File: config.mk
export PLATFORM = sky130hd
export DESIGN_NAME = olc_regs
export DESIGN_NICKNAME = d
export VERILOG_FILES = /design/src/hw/olc_pkg.sv /design/src/hw/olc_flag_latch.sv /design/src/hw/olc_regs.sv /design/src/hw/olc_soft_reset.sv
export SDC_FILE = /design/constraint.sdc
export NUM_CORES = 1
export LEC_CHECK = 0
export ABC_AREA = 1
export BUFFER_PORTS_ARGS = -buffer_cell sky130_fd_sc_hd__buf_2
export CAP_MARGIN = 20
export CORE_UTILIZATION = 60
export DETAILED_ROUTE_END_ITERATION = 8
export MAX_ROUTING_LAYER = met4
export PLACE_DENSITY = 0.81
export SETUP_SLACK_MARGIN = 0.02
export SYNTH_ARGS = -nofsm -noshare
export SYNTH_HDL_FRONTEND = slang
export SYNTH_SLANG_ARGS = --single-unit
File: constraint.sdc
create_clock -name sys_clk -period 3.6 [get_ports sys_clk]
set_input_delay 0.54 -clock sys_clk [delete_from_list [all_inputs] [get_ports sys_clk]]
set_output_delay 0.54 -clock sys_clk [all_outputs]
set_load 0.005 [all_outputs]
File: src/hw/olc_pkg.sv
// Purpose: Shared constants and types for the octal line control register bank
// Assumes: 100 MHz sys_clk, 8 channels, 8-bit host data
// Notes:   Offsets are byte addresses on the 8-bit host port
package olc_pkg;
    localparam int          NCH            = 8;
    localparam int          DW             = 8;
    localparam int          AW             = 5;

    // Register offsets
    localparam logic [4:0]  OFS_REV        = 5'h00;
    localparam logic [4:0]  OFS_ALB        = 5'h01;
    localparam logic [4:0]  OFS_RLB        = 5'h02;
    localparam logic [4:0]  OFS_ONES       = 5'h03;
    localparam logic [4:0]  OFS_CM_STAT    = 5'h04;
    localparam logic [4:0]  OFS_DF_STAT    = 5'h05;
    localparam logic [4:0]  OFS_CM_MASK    = 5'h06;
    localparam logic [4:0]  OFS_DF_MASK    = 5'h07;
    localparam logic [4:0]  OFS_CM_FLAG    = 5'h08;
    localparam logic [4:0]  OFS_DF_FLAG    = 5'h09;
    localparam logic [4:0]  OFS_SOFT_RST   = 5'h0a;
    localparam logic [4:0]  OFS_MON_CFG    = 5'h0b;
    localparam logic [4:0]  OFS_DLB        = 5'h0c;
    localparam logic [4:0]  OFS_CRIT       = 5'h0d;

    // Reset values
    localparam logic [7:0]  RST_CTRL       = 8'h00;
    localparam logic [7:0]  RST_SOFT_RST   = 8'hff;
    localparam logic [7:0]  RD_UNMAPPED    = 8'h00;

    // Monitor selector field
    localparam int          MON_SEL_LSB    = 0;
    localparam int          MON_SEL_W      = 4;
    localparam int          MON_DIR_BIT    = 3;
    localparam logic [2:0]  MON_CH_NONE    = 3'h0;

    // Soft reset timing
    localparam int          SOFT_RST_US    = 1;
    localparam int          CLK_MHZ        = 100;
    localparam int          SOFT_RST_CYC   = SOFT_RST_US * CLK_MHZ;
    localparam int          SR_CNT_W       = 8;

    typedef enum logic [1:0] {
        OLC_SR_IDLE = 2'b01,
        OLC_SR_BUSY = 2'b10
    } olc_sr_state_t;

    // Change of a status vector, gated by mask
    function automatic logic [NCH-1:0] olc_change_fn(
        input logic [NCH-1:0] prev,
        input logic [NCH-1:0] cur,
        input logic [NCH-1:0] mask
    );
        olc_change_fn = mask & (prev ^ cur);
    endfunction : olc_change_fn
endpackage : olc_pkg

File: src/hw/olc_flag_latch.sv
// Purpose: Sticky per-channel change flags, cleared by a status read
// Assumes: One clock, synchronous status inputs
// Notes:   A set in the clearing cycle wins
`timescale 1ns/1ps
module olc_flag_latch #(
    parameter int NCH = 8
) (
    input  wire logic           sys_clk,
    input  wire logic           rst_n,
    input  wire logic           soft_rst,
    input  wire logic [NCH-1:0] set_vec,
    input  wire logic           clr,
    output logic      [NCH-1:0] flag
);
    logic [NCH-1:0] flag_q;
    logic [NCH-1:0] flag_d;

    always_comb begin
        flag_d = flag_q;
        if (soft_rst) begin
            flag_d = '0;
        end else begin
            if (clr) begin
                flag_d = '0;
            end
            flag_d = flag_d | set_vec;
        end
    end

    always_ff @(posedge sys_clk or negedge rst_n) begin
        if (!rst_n) begin
            flag_q <= '0;
        end else begin
            flag_q <= flag_d;
        end
    end

    assign flag = flag_q;
endmodule : olc_flag_latch

File: src/hw/olc_regs.sv
// Purpose: Primary host register bank of an eight-channel line interface
// Assumes: Host strobes and line status are synchronous to sys_clk
// Notes:   Read data is registered one cycle after the read strobe
//
// What this block does
// Read-only 8-bit revision code at offset zero, fixed in silicon.
// Analog loopback register, one enable bit per channel.
// Remote loopback register, one enable bit per channel.
// All-ones register makes a channel transmit continuous ones.
// Read-only signal-loss status, one bit per channel.
// Read-only driver-fault status, one bit per channel.
// Signal-loss interrupt mask per channel, reset to zero.
// Driver-fault interrupt mask per channel, reset to zero.
// Signal-loss flags latch any masked change; cleared by status read.
// Driver-fault flags latch any masked change; cleared by status read.
// Soft-reset write keeps content, starts 1 us reset of all registers except signal-loss and driver-fault status, which hold.
// Monitor selector: 0/8 none, 1-7 receivers, 9-15 transmitters.
// Host keeps monitor configuration upper four bits at zero.
// Digital loopback register, one enable bit per channel.
// In E1, criterion bit zero selects ITU, one selects European.
// In T1, the North American criterion always applies.
// Bit n of each per-channel register belongs to channel n.
// Interrupt output high while any interrupt flag is set.
`timescale 1ns/1ps
module olc_regs #(
    parameter logic [7:0] REV_CODE  = 8'h5a,  // Arbitrary value
    parameter int         RST_CYCLES = olc_pkg::SOFT_RST_CYC
) (
    input  wire logic                     sys_clk,
    input  wire logic                     rst_n,
    input  wire logic [olc_pkg::AW-1:0]   host_addr,
    input  wire logic [olc_pkg::DW-1:0]   host_wdata,
    input  wire logic                     host_wr,
    input  wire logic                     host_rd,
    output logic      [olc_pkg::DW-1:0]   host_rdata,
    input  wire logic [olc_pkg::NCH-1:0]  carrier_missing_in,
    input  wire logic [olc_pkg::NCH-1:0]  driver_fault_in,
    input  wire logic                     e1_mode,
    output logic      [olc_pkg::NCH-1:0]  analog_loopback_en,
    output logic      [olc_pkg::NCH-1:0]  remote_loopback_en,
    output logic      [olc_pkg::NCH-1:0]  digital_loopback_en,
    output logic      [olc_pkg::NCH-1:0]  all_ones_send_en,
    output logic      [olc_pkg::NCH-1:0]  crit_european,
    output logic                          crit_north_american,
    output logic                          mon_active,
    output logic                          mon_transmit,
    output logic      [2:0]               monitor_channel_select,
    output logic                          irq,
    output logic                          soft_rst_busy
);
    localparam int N = olc_pkg::NCH;

    // Control registers
    logic [N-1:0] analog_loopback_ctrl_q;
    logic [N-1:0] analog_loopback_ctrl_d;
    logic [N-1:0] remote_loopback_ctrl_q;
    logic [N-1:0] remote_loopback_ctrl_d;
    logic [N-1:0] all_ones_send_ctrl_q;
    logic [N-1:0] all_ones_send_ctrl_d;
    logic [N-1:0] carrier_missing_irq_mask_q;
    logic [N-1:0] carrier_missing_irq_mask_d;
    logic [N-1:0] driver_fault_irq_mask_q;
    logic [N-1:0] driver_fault_irq_mask_d;
    logic [7:0]   monitor_config_q;
    logic [7:0]   monitor_config_d;
    logic [N-1:0] digital_loopback_ctrl_q;
    logic [N-1:0] digital_loopback_ctrl_d;
    logic [N-1:0] alarm_criterion_select_q;
    logic [N-1:0] alarm_criterion_select_d;

    // Status and derived outputs
    logic [N-1:0] carrier_missing_status_q;
    logic [N-1:0] carrier_missing_status_d;
    logic [N-1:0] driver_fault_status_q;
    logic [N-1:0] driver_fault_status_d;
    logic [N-1:0] crit_european_q;
    logic [N-1:0] crit_european_d;
    logic         crit_north_american_q;
    logic         crit_north_american_d;
    logic         mon_active_q;
    logic         mon_active_d;
    logic         mon_transmit_q;
    logic         mon_transmit_d;
    logic [2:0]   mon_chan_q;
    logic [2:0]   mon_chan_d;
    logic         irq_q;
    logic         irq_d;
    logic [7:0]   rdata_q;
    logic [7:0]   rdata_d;

    // Internal strobes
    logic         wr_ok;
    logic         rd_ok;
    logic         soft_busy;
    logic         soft_start;
    logic         cm_rd_clr;
    logic         df_rd_clr;
    logic [N-1:0] cm_change;
    logic [N-1:0] df_change;
    logic [N-1:0] cm_flag;
    logic [N-1:0] df_flag;
    logic [3:0]   mon_sel;

    // writes are ignored while the soft reset runs
    assign wr_ok      = host_wr && !soft_busy;
    assign rd_ok      = host_rd && !soft_busy;
    assign soft_start = wr_ok && (host_addr == olc_pkg::OFS_SOFT_RST);

    // timed reset cycle
    olc_soft_reset #(
        .CYCLES (RST_CYCLES)
    ) u_soft_reset (
        .sys_clk (sys_clk),
        .rst_n   (rst_n),
        .start   (soft_start),
        .busy    (soft_busy)
    );

    // reading signal-loss status clears its flags
    assign cm_rd_clr = rd_ok && (host_addr == olc_pkg::OFS_CM_STAT);
    // reading driver-fault status clears its flags
    assign df_rd_clr = rd_ok && (host_addr == olc_pkg::OFS_DF_STAT);

    // any masked change of signal loss
    assign cm_change = olc_pkg::olc_change_fn(carrier_missing_status_q,
                                              carrier_missing_in,
                                              carrier_missing_irq_mask_q);
    // any masked change of driver fault
    assign df_change = olc_pkg::olc_change_fn(driver_fault_status_q,
                                              driver_fault_in,
                                              driver_fault_irq_mask_q);

    olc_flag_latch #(
        .NCH (N)
    ) u_cm_flags (
        .sys_clk  (sys_clk),
        .rst_n    (rst_n),
        .soft_rst (soft_busy),
        .set_vec  (cm_change),
        .clr      (cm_rd_clr),
        .flag     (cm_flag)
    );

    olc_flag_latch #(
        .NCH (N)
    ) u_df_flags (
        .sys_clk  (sys_clk),
        .rst_n    (rst_n),
        .soft_rst (soft_busy),
        .set_vec  (df_change),
        .clr      (df_rd_clr),
        .flag     (df_flag)
    );

    // Control register writes
    always_comb begin
        analog_loopback_ctrl_d     = analog_loopback_ctrl_q;
        remote_loopback_ctrl_d     = remote_loopback_ctrl_q;
        all_ones_send_ctrl_d       = all_ones_send_ctrl_q;
        carrier_missing_irq_mask_d = carrier_missing_irq_mask_q;
        driver_fault_irq_mask_d    = driver_fault_irq_mask_q;
        monitor_config_d           = monitor_config_q;
        digital_loopback_ctrl_d    = digital_loopback_ctrl_q;
        alarm_criterion_select_d   = alarm_criterion_select_q;
        if (soft_busy) begin
            // defaults held during reset cycle
            analog_loopback_ctrl_d     = olc_pkg::RST_CTRL;
            remote_loopback_ctrl_d     = olc_pkg::RST_CTRL;
            all_ones_send_ctrl_d       = olc_pkg::RST_CTRL;
            carrier_missing_irq_mask_d = olc_pkg::RST_CTRL;
            driver_fault_irq_mask_d    = olc_pkg::RST_CTRL;
            monitor_config_d           = olc_pkg::RST_CTRL;
            digital_loopback_ctrl_d    = olc_pkg::RST_CTRL;
            alarm_criterion_select_d   = olc_pkg::RST_CTRL;
        end else if (wr_ok) begin
            // bit n drives channel n
            case (host_addr)
                // analog loopback bits
                olc_pkg::OFS_ALB:     analog_loopback_ctrl_d     = host_wdata;
                // remote loopback bits
                olc_pkg::OFS_RLB:     remote_loopback_ctrl_d     = host_wdata;
                // all-ones bits
                olc_pkg::OFS_ONES:    all_ones_send_ctrl_d       = host_wdata;
                // signal-loss mask
                olc_pkg::OFS_CM_MASK: carrier_missing_irq_mask_d = host_wdata;
                // driver-fault mask
                olc_pkg::OFS_DF_MASK: driver_fault_irq_mask_d    = host_wdata;
                olc_pkg::OFS_MON_CFG: monitor_config_d           = host_wdata;
                // digital loopback bits
                olc_pkg::OFS_DLB:     digital_loopback_ctrl_d    = host_wdata;
                olc_pkg::OFS_CRIT:    alarm_criterion_select_d   = host_wdata;
                default: begin
                end
            endcase
        end
    end

    always_ff @(posedge sys_clk or negedge rst_n) begin
        if (!rst_n) begin
            analog_loopback_ctrl_q     <= olc_pkg::RST_CTRL;
            remote_loopback_ctrl_q     <= olc_pkg::RST_CTRL;
            all_ones_send_ctrl_q       <= olc_pkg::RST_CTRL;
            carrier_missing_irq_mask_q <= olc_pkg::RST_CTRL;
            driver_fault_irq_mask_q    <= olc_pkg::RST_CTRL;
            monitor_config_q           <= olc_pkg::RST_CTRL;
            digital_loopback_ctrl_q    <= olc_pkg::RST_CTRL;
            alarm_criterion_select_q   <= olc_pkg::RST_CTRL;
        end else begin
            analog_loopback_ctrl_q     <= analog_loopback_ctrl_d;
            remote_loopback_ctrl_q     <= remote_loopback_ctrl_d;
            all_ones_send_ctrl_q       <= all_ones_send_ctrl_d;
            carrier_missing_irq_mask_q <= carrier_missing_irq_mask_d;
            driver_fault_irq_mask_q    <= driver_fault_irq_mask_d;
            monitor_config_q           <= monitor_config_d;
            digital_loopback_ctrl_q    <= digital_loopback_ctrl_d;
            alarm_criterion_select_q   <= alarm_criterion_select_d;
        end
    end

    // Status sampling and derived outputs
    assign mon_sel = monitor_config_d[olc_pkg::MON_SEL_LSB +: olc_pkg::MON_SEL_W];

    always_comb begin
        // signal-loss status follows the receivers
        carrier_missing_status_d = carrier_missing_in;
        // driver-fault status follows the drivers
        driver_fault_status_d    = driver_fault_in;
        if (soft_busy) begin
            carrier_missing_status_d = carrier_missing_status_q;
            driver_fault_status_d    = driver_fault_status_q;
        end
        // E1 criterion per channel
        crit_european_d       = e1_mode ? alarm_criterion_select_d : '0;
        // T1 ignores the select bits
        crit_north_american_d = !e1_mode;
        // monitor selector decode
        mon_chan_d     = mon_sel[2:0];
        mon_active_d   = (mon_sel[2:0] != olc_pkg::MON_CH_NONE);
        mon_transmit_d = mon_active_d && mon_sel[olc_pkg::MON_DIR_BIT];
        // interrupt while any flag set
        irq_d = (|cm_flag) || (|df_flag);
    end

    always_ff @(posedge sys_clk or negedge rst_n) begin
        if (!rst_n) begin
            carrier_missing_status_q <= '0;
            driver_fault_status_q    <= '0;
            crit_european_q          <= '0;
            crit_north_american_q    <= 1'b0;
            mon_chan_q               <= olc_pkg::MON_CH_NONE;
            mon_active_q             <= 1'b0;
            mon_transmit_q           <= 1'b0;
            irq_q                    <= 1'b0;
        end else begin
            carrier_missing_status_q <= carrier_missing_status_d;
            driver_fault_status_q    <= driver_fault_status_d;
            crit_european_q          <= crit_european_d;
            crit_north_american_q    <= crit_north_american_d;
            mon_chan_q               <= mon_chan_d;
            mon_active_q             <= mon_active_d;
            mon_transmit_q           <= mon_transmit_d;
            irq_q                    <= irq_d;
        end
    end

    // Read path
    always_comb begin
        rdata_d = rdata_q;
        if (rd_ok) begin
            case (host_addr)
                // fixed revision code
                olc_pkg::OFS_REV:      rdata_d = REV_CODE;
                olc_pkg::OFS_ALB:      rdata_d = analog_loopback_ctrl_q;
                olc_pkg::OFS_RLB:      rdata_d = remote_loopback_ctrl_q;
                olc_pkg::OFS_ONES:     rdata_d = all_ones_send_ctrl_q;
                // live signal-loss status
                olc_pkg::OFS_CM_STAT:  rdata_d = carrier_missing_status_q;
                // live driver-fault status
                olc_pkg::OFS_DF_STAT:  rdata_d = driver_fault_status_q;
                olc_pkg::OFS_CM_MASK:  rdata_d = carrier_missing_irq_mask_q;
                olc_pkg::OFS_DF_MASK:  rdata_d = driver_fault_irq_mask_q;
                olc_pkg::OFS_CM_FLAG:  rdata_d = cm_flag;
                olc_pkg::OFS_DF_FLAG:  rdata_d = df_flag;
                // content never changes
                olc_pkg::OFS_SOFT_RST: rdata_d = olc_pkg::RST_SOFT_RST;
                olc_pkg::OFS_MON_CFG:  rdata_d = monitor_config_q;
                olc_pkg::OFS_DLB:      rdata_d = digital_loopback_ctrl_q;
                olc_pkg::OFS_CRIT:     rdata_d = alarm_criterion_select_q;
                default:               rdata_d = olc_pkg::RD_UNMAPPED;
            endcase
        end
    end

    always_ff @(posedge sys_clk or negedge rst_n) begin
        if (!rst_n) begin
            rdata_q <= olc_pkg::RD_UNMAPPED;
        end else begin
            rdata_q <= rdata_d;
        end
    end

    // Outputs
    assign host_rdata             = rdata_q;
    assign analog_loopback_en     = analog_loopback_ctrl_q;
    assign remote_loopback_en     = remote_loopback_ctrl_q;
    assign digital_loopback_en    = digital_loopback_ctrl_q;
    assign all_ones_send_en       = all_ones_send_ctrl_q;
    assign crit_european          = crit_european_q;
    assign crit_north_american    = crit_north_american_q;
    assign mon_active             = mon_active_q;
    assign mon_transmit           = mon_transmit_q;
    assign monitor_channel_select = mon_chan_q;
    assign irq                    = irq_q;
    assign soft_rst_busy          = soft_busy;
endmodule : olc_regs

File: src/hw/olc_soft_reset.sv
// Purpose: Timed soft reset pulse started by a host write
// Assumes: Start is a one-cycle pulse
// Notes:   A start while busy is ignored
`timescale 1ns/1ps
module olc_soft_reset #(
    parameter int CYCLES = olc_pkg::SOFT_RST_CYC
) (
    input  wire logic sys_clk,
    input  wire logic rst_n,
    input  wire logic start,
    output logic      busy
);
    olc_pkg::olc_sr_state_t             state_q;
    olc_pkg::olc_sr_state_t             state_d;
    logic [olc_pkg::SR_CNT_W-1:0]       cnt_q;
    logic [olc_pkg::SR_CNT_W-1:0]       cnt_d;

    always_comb begin
        state_d = state_q;
        cnt_d   = cnt_q;
        case (state_q)
            olc_pkg::OLC_SR_IDLE: begin
                if (start) begin
                    state_d = olc_pkg::OLC_SR_BUSY;
                    cnt_d   = olc_pkg::SR_CNT_W'(CYCLES - 1);
                end
            end
            olc_pkg::OLC_SR_BUSY: begin
                if (cnt_q == '0) begin
                    state_d = olc_pkg::OLC_SR_IDLE;
                end else begin
                    cnt_d = cnt_q - 1'b1;
                end
            end
            default: begin
                state_d = olc_pkg::OLC_SR_IDLE;
                cnt_d   = '0;
            end
        endcase
    end

    always_ff @(posedge sys_clk or negedge rst_n) begin
        if (!rst_n) begin
            state_q <= olc_pkg::OLC_SR_IDLE;
            cnt_q   <= '0;
        end else begin
            state_q <= state_d;
            cnt_q   <= cnt_d;
        end
    end

    assign busy = (state_q == olc_pkg::OLC_SR_BUSY);
endmodule : olc_soft_reset

==> run metrics <==
cell area after placement 6859 um^2; # Max-Cap Violations 0; number of hold violations in the final report 0; synthesized cell area 6351 um^2; via count 6202; Distinct cells, synth 28; final-stage net count 945; Overall Global Routing Usage 39.81%; startpoint types flop; Layout area overhead 17.22%; cell chosen for the clock root sky130_fd_sc_hd__clkbuf_8; final worst path period share 72.56%; cell at the slowest stage of the critical path sky130_fd_sc_hd__dfstp_2; critical-path maximum fanout 33; Yosys warning total 0; die width 104.9 um; Fin Setup TNS 0 ns; share of cells above drive strength 1 17.48%; final estimated routing congestion in global placement 0.9736; final setup violation count 0; clock sink count 126; clock tree from TritonCTS built; Setup crit end kind flop; Fin Clk Skew 0.005030 ns; post-CTS sizing 0; Hold-fix buffers, CTS 0; Cell Chain, Critical Path inv_1 > ha_1 > inv_2 > nand2_1 > inv_2 > nand2_1 > nand2_1 > a21oi_1; outcome finished, final reports clean; signal arrival time at the worst endpoint 3.02 ns; Slew @ Worst Pin 0.8280 ns; Post-Syn Instances 827; die area 11000 um^2; area fraction of the dominant cell type after synthesis 49.25%; source-to-sink clock delay at the later pin of the worst-skew pair 0.54 ns; total half-perimeter wirelength after legalization and detailed placement 13730 um; dominant synthesized flop cell sky130_fd_sc_hd__dfrtp_1; Static Leakage 3.988 nW; proportion of register bits with asynchronous set or reset after synthesis 100.0%; list of most frequent post-synthesis cells sky130_fd_sc_hd__nand2_1 (270), sky130_fd_sc_hd__dfrtp_1 (125), sky130_fd_sc_hd__nand3_1 (89); post-synthesis net count 864; drt total wl 19840 um; Std-Cell Rows 37; post-detailed-route via-to-cell ratio 5.868; remaining max-slew budget at the tightest pin 44.74%; first-pass GRT wire length 31690 um; leftover overflow at the end of global routing 0; wire length per cell after detailed routing 18.77 um; count of antenna-violating nets left after detailed routing 0; number of buffers created by CTS 17; Register-to-Register Path Depth 8; count of buffers added by post-CTS timing repair for setup 0; number of enable flip-flop cells after synthesis 0; antenna violations before repair 0; worst supply voltage drop on vdd 641.0 uV; syn avg cell area 7.680 um^2; maximum level of the CTS H-tree 4; number of max-slew violations in the final report 0; unrepaired setup endpoints after global routing no; maximum clock frequency 0.3828 GHz; utilization after layout 72.44%; I/O pins 90; Die Span Y 104.9 um; Final Cell Area 7445 um^2; delay contributed by the slowest stage of the critical path 0.56 ns; via count of the first global-routing pass 6048; number of search-and-repair iterations in the first detailed-routing pass 6; Power Dens Cells 750.9 nW/um^2; core outline area 10280 um^2; initial drt markers 687; clock period minus final worst setup slack 2.612 ns; largest net degree at the start of global routing 68; number of remaining DRC errors 0; diode insertion count for antenna repair 0; post-synthesis sequential element count 126; data required time at the worst endpoint 4.00 ns; share of synthesized area occupied by flip-flops and latches 49.67%; cell type with the largest total area after synthesis sky130_fd_sc_hd__dfrtp_1; Setup CP Type reg -> reg; ranking of synthesized cells by area sky130_fd_sc_hd__dfrtp_1 (49%), sky130_fd_sc_hd__nand2_1 (16%), sky130_fd_sc_hd__nand3_1 (7.0%); clock slew at reported path FFs 0.06 ns; Clock Tree Buf Depth 2; Initial Util 61.80%; leading cell type by number of instances after synthesis sky130_fd_sc_hd__nand2_1; type of the worst min-delay path in -> async; Most common cell on crit path sky130_fd_sc_hd__nand2_1; number of port buffers 89
==> report_power, final <==
part | switching [mW] | internal, mW | total [mW]
Combinational | 1.07 | 0.545 | 1.61
Clock | 0.634 | 1.06 | 1.69
Sequential | 0.425 | 1.86 | 2.29
Total | 2.13 | 3.46 | 5.59
==> worst max-delay path, delay by kind of cell, from the launching register on <==
kind            cells  cell delay (ns)
buf+inv             3             0.78
simple gates        3             0.82
fa+ha+maj           1             0.22
flops               1             0.56
compound gates      1             0.08
==> final cells by class <==
| cell class | instances | area, um^2 |
|---|---|---|
| repair buffers | 95 | 505.5 |
| flip-flops and latches | 126 | 3154 |
| inverters | 92 | 345.3 |
| clock buffers | 23 | 476.7 |
| clock inverters | 9 | 108.9 |
| well taps | 136 | 170.2 |
| multi-input cells | 576 | 2684 |
| fillers | 832 | 2833 |
==> metrics by stage <==
stage | hold WS, ns | worst slack, ns | total power, mW | instances
CTS | 0.08561 | 1.078 | 5.558 | 1057
floorplan | 0.2444 | 1.779 | 3.199 | 827
global placement | 0.4679 | 0.9353 | 3.765 | 1025
finish | 0.06719 | 0.9878 | 5.590 | 1057
detailed placement | 0.4836 | 0.7997 | 3.843 | 1025
global route | 0.1252 | 0.8981 | 5.887 | 1057
==> layout by cell type, fill, tap and decap left out <==
master,n
sky130_fd_sc_hd__or2_2,1
sky130_fd_sc_hd__a21oi_2,1
sky130_fd_sc_hd__buf_4,6
sky130_fd_sc_hd__inv_1,77
sky130_fd_sc_hd__ha_1,3
sky130_fd_sc_hd__clkinv_4,1
sky130_fd_sc_hd__clkbuf_16,16
sky130_fd_sc_hd__buf_12,1
sky130_fd_sc_hd__nand4_1,35
sky130_fd_sc_hd__clkinv_1,1
sky130_fd_sc_hd__nand2_2,5
sky130_fd_sc_hd__o21ai_1,35
sky130_fd_sc_hd__clkbuf_1,2
sky130_fd_sc_hd__clkinv_2,2
sky130_fd_sc_hd__nor4_1,4
sky130_fd_sc_hd__nor2_4,5
sky130_fd_sc_hd__inv_2,14
sky130_fd_sc_hd__nor2_2,7
sky130_fd_sc_hd__buf_2,88
sky130_fd_sc_hd__o21ai_2,2
sky130_fd_sc_hd__clkinvlp_4,4
sky130_fd_sc_hd__clkbuf_8,5
sky130_fd_sc_hd__nand2_1,270
sky130_fd_sc_hd__nor2_1,34
sky130_fd_sc_hd__nand3_1,89
sky130_fd_sc_hd__o22ai_1,5
sky130_fd_sc_hd__a21oi_1,31
sky130_fd_sc_hd__o21ai_0,35
sky130_fd_sc_hd__bufinv_16,2
sky130_fd_sc_hd__xor2_1,12
sky130_fd_sc_hd__dfstp_2,1
sky130_fd_sc_hd__nor3_1,2
sky130_fd_sc_hd__dfrtp_1,125
==> routing by layer <==
metal / GRT usage, % / share of wire, % / vias to the layer above
li1: - / - / 2845
met1: 50.10 / 40 / 2933
met2: 61.64 / 47 / 359
met3: 8.609 / 8.6 / 65
met4: 18.91 / 4.2 / 0
met5: - / 0 / -
==> worst paths after layout <==
| path | start | end | slack, ns |
|---|---|---|---|
| hold / removal | rst_n | u_cm_flags.flag[2] | 0.07 |
| max in group asynchronous | rst_n | u_soft_reset.state_q[0] | 2.68 |
| setup reg to reg | u_soft_reset.state_q[0] | u_cm_flags.flag[5] | 0.99 |
| hold reg to reg | host_rdata[6] | host_rdata[6] | 0.50 |
| setup / recovery | u_soft_reset.state_q[0] | u_cm_flags.flag[5] | 0.99 |
| min in group sys_clk | driver_fault_in[7] | driver_fault_status_q[7] | 0.22 |
==> cells by family after synthesis <==
family,synth area share (%)
flip-flops,49.67
AND/OR/NAND/NOR,31.15
buffers and inverters,8.077
adder cells (fa/ha/maj),0.5911
XOR/XNOR,1.655
AO/OA/AOI/OAI,8.865
Note: power is estimated with default switching activity, not from simulation.
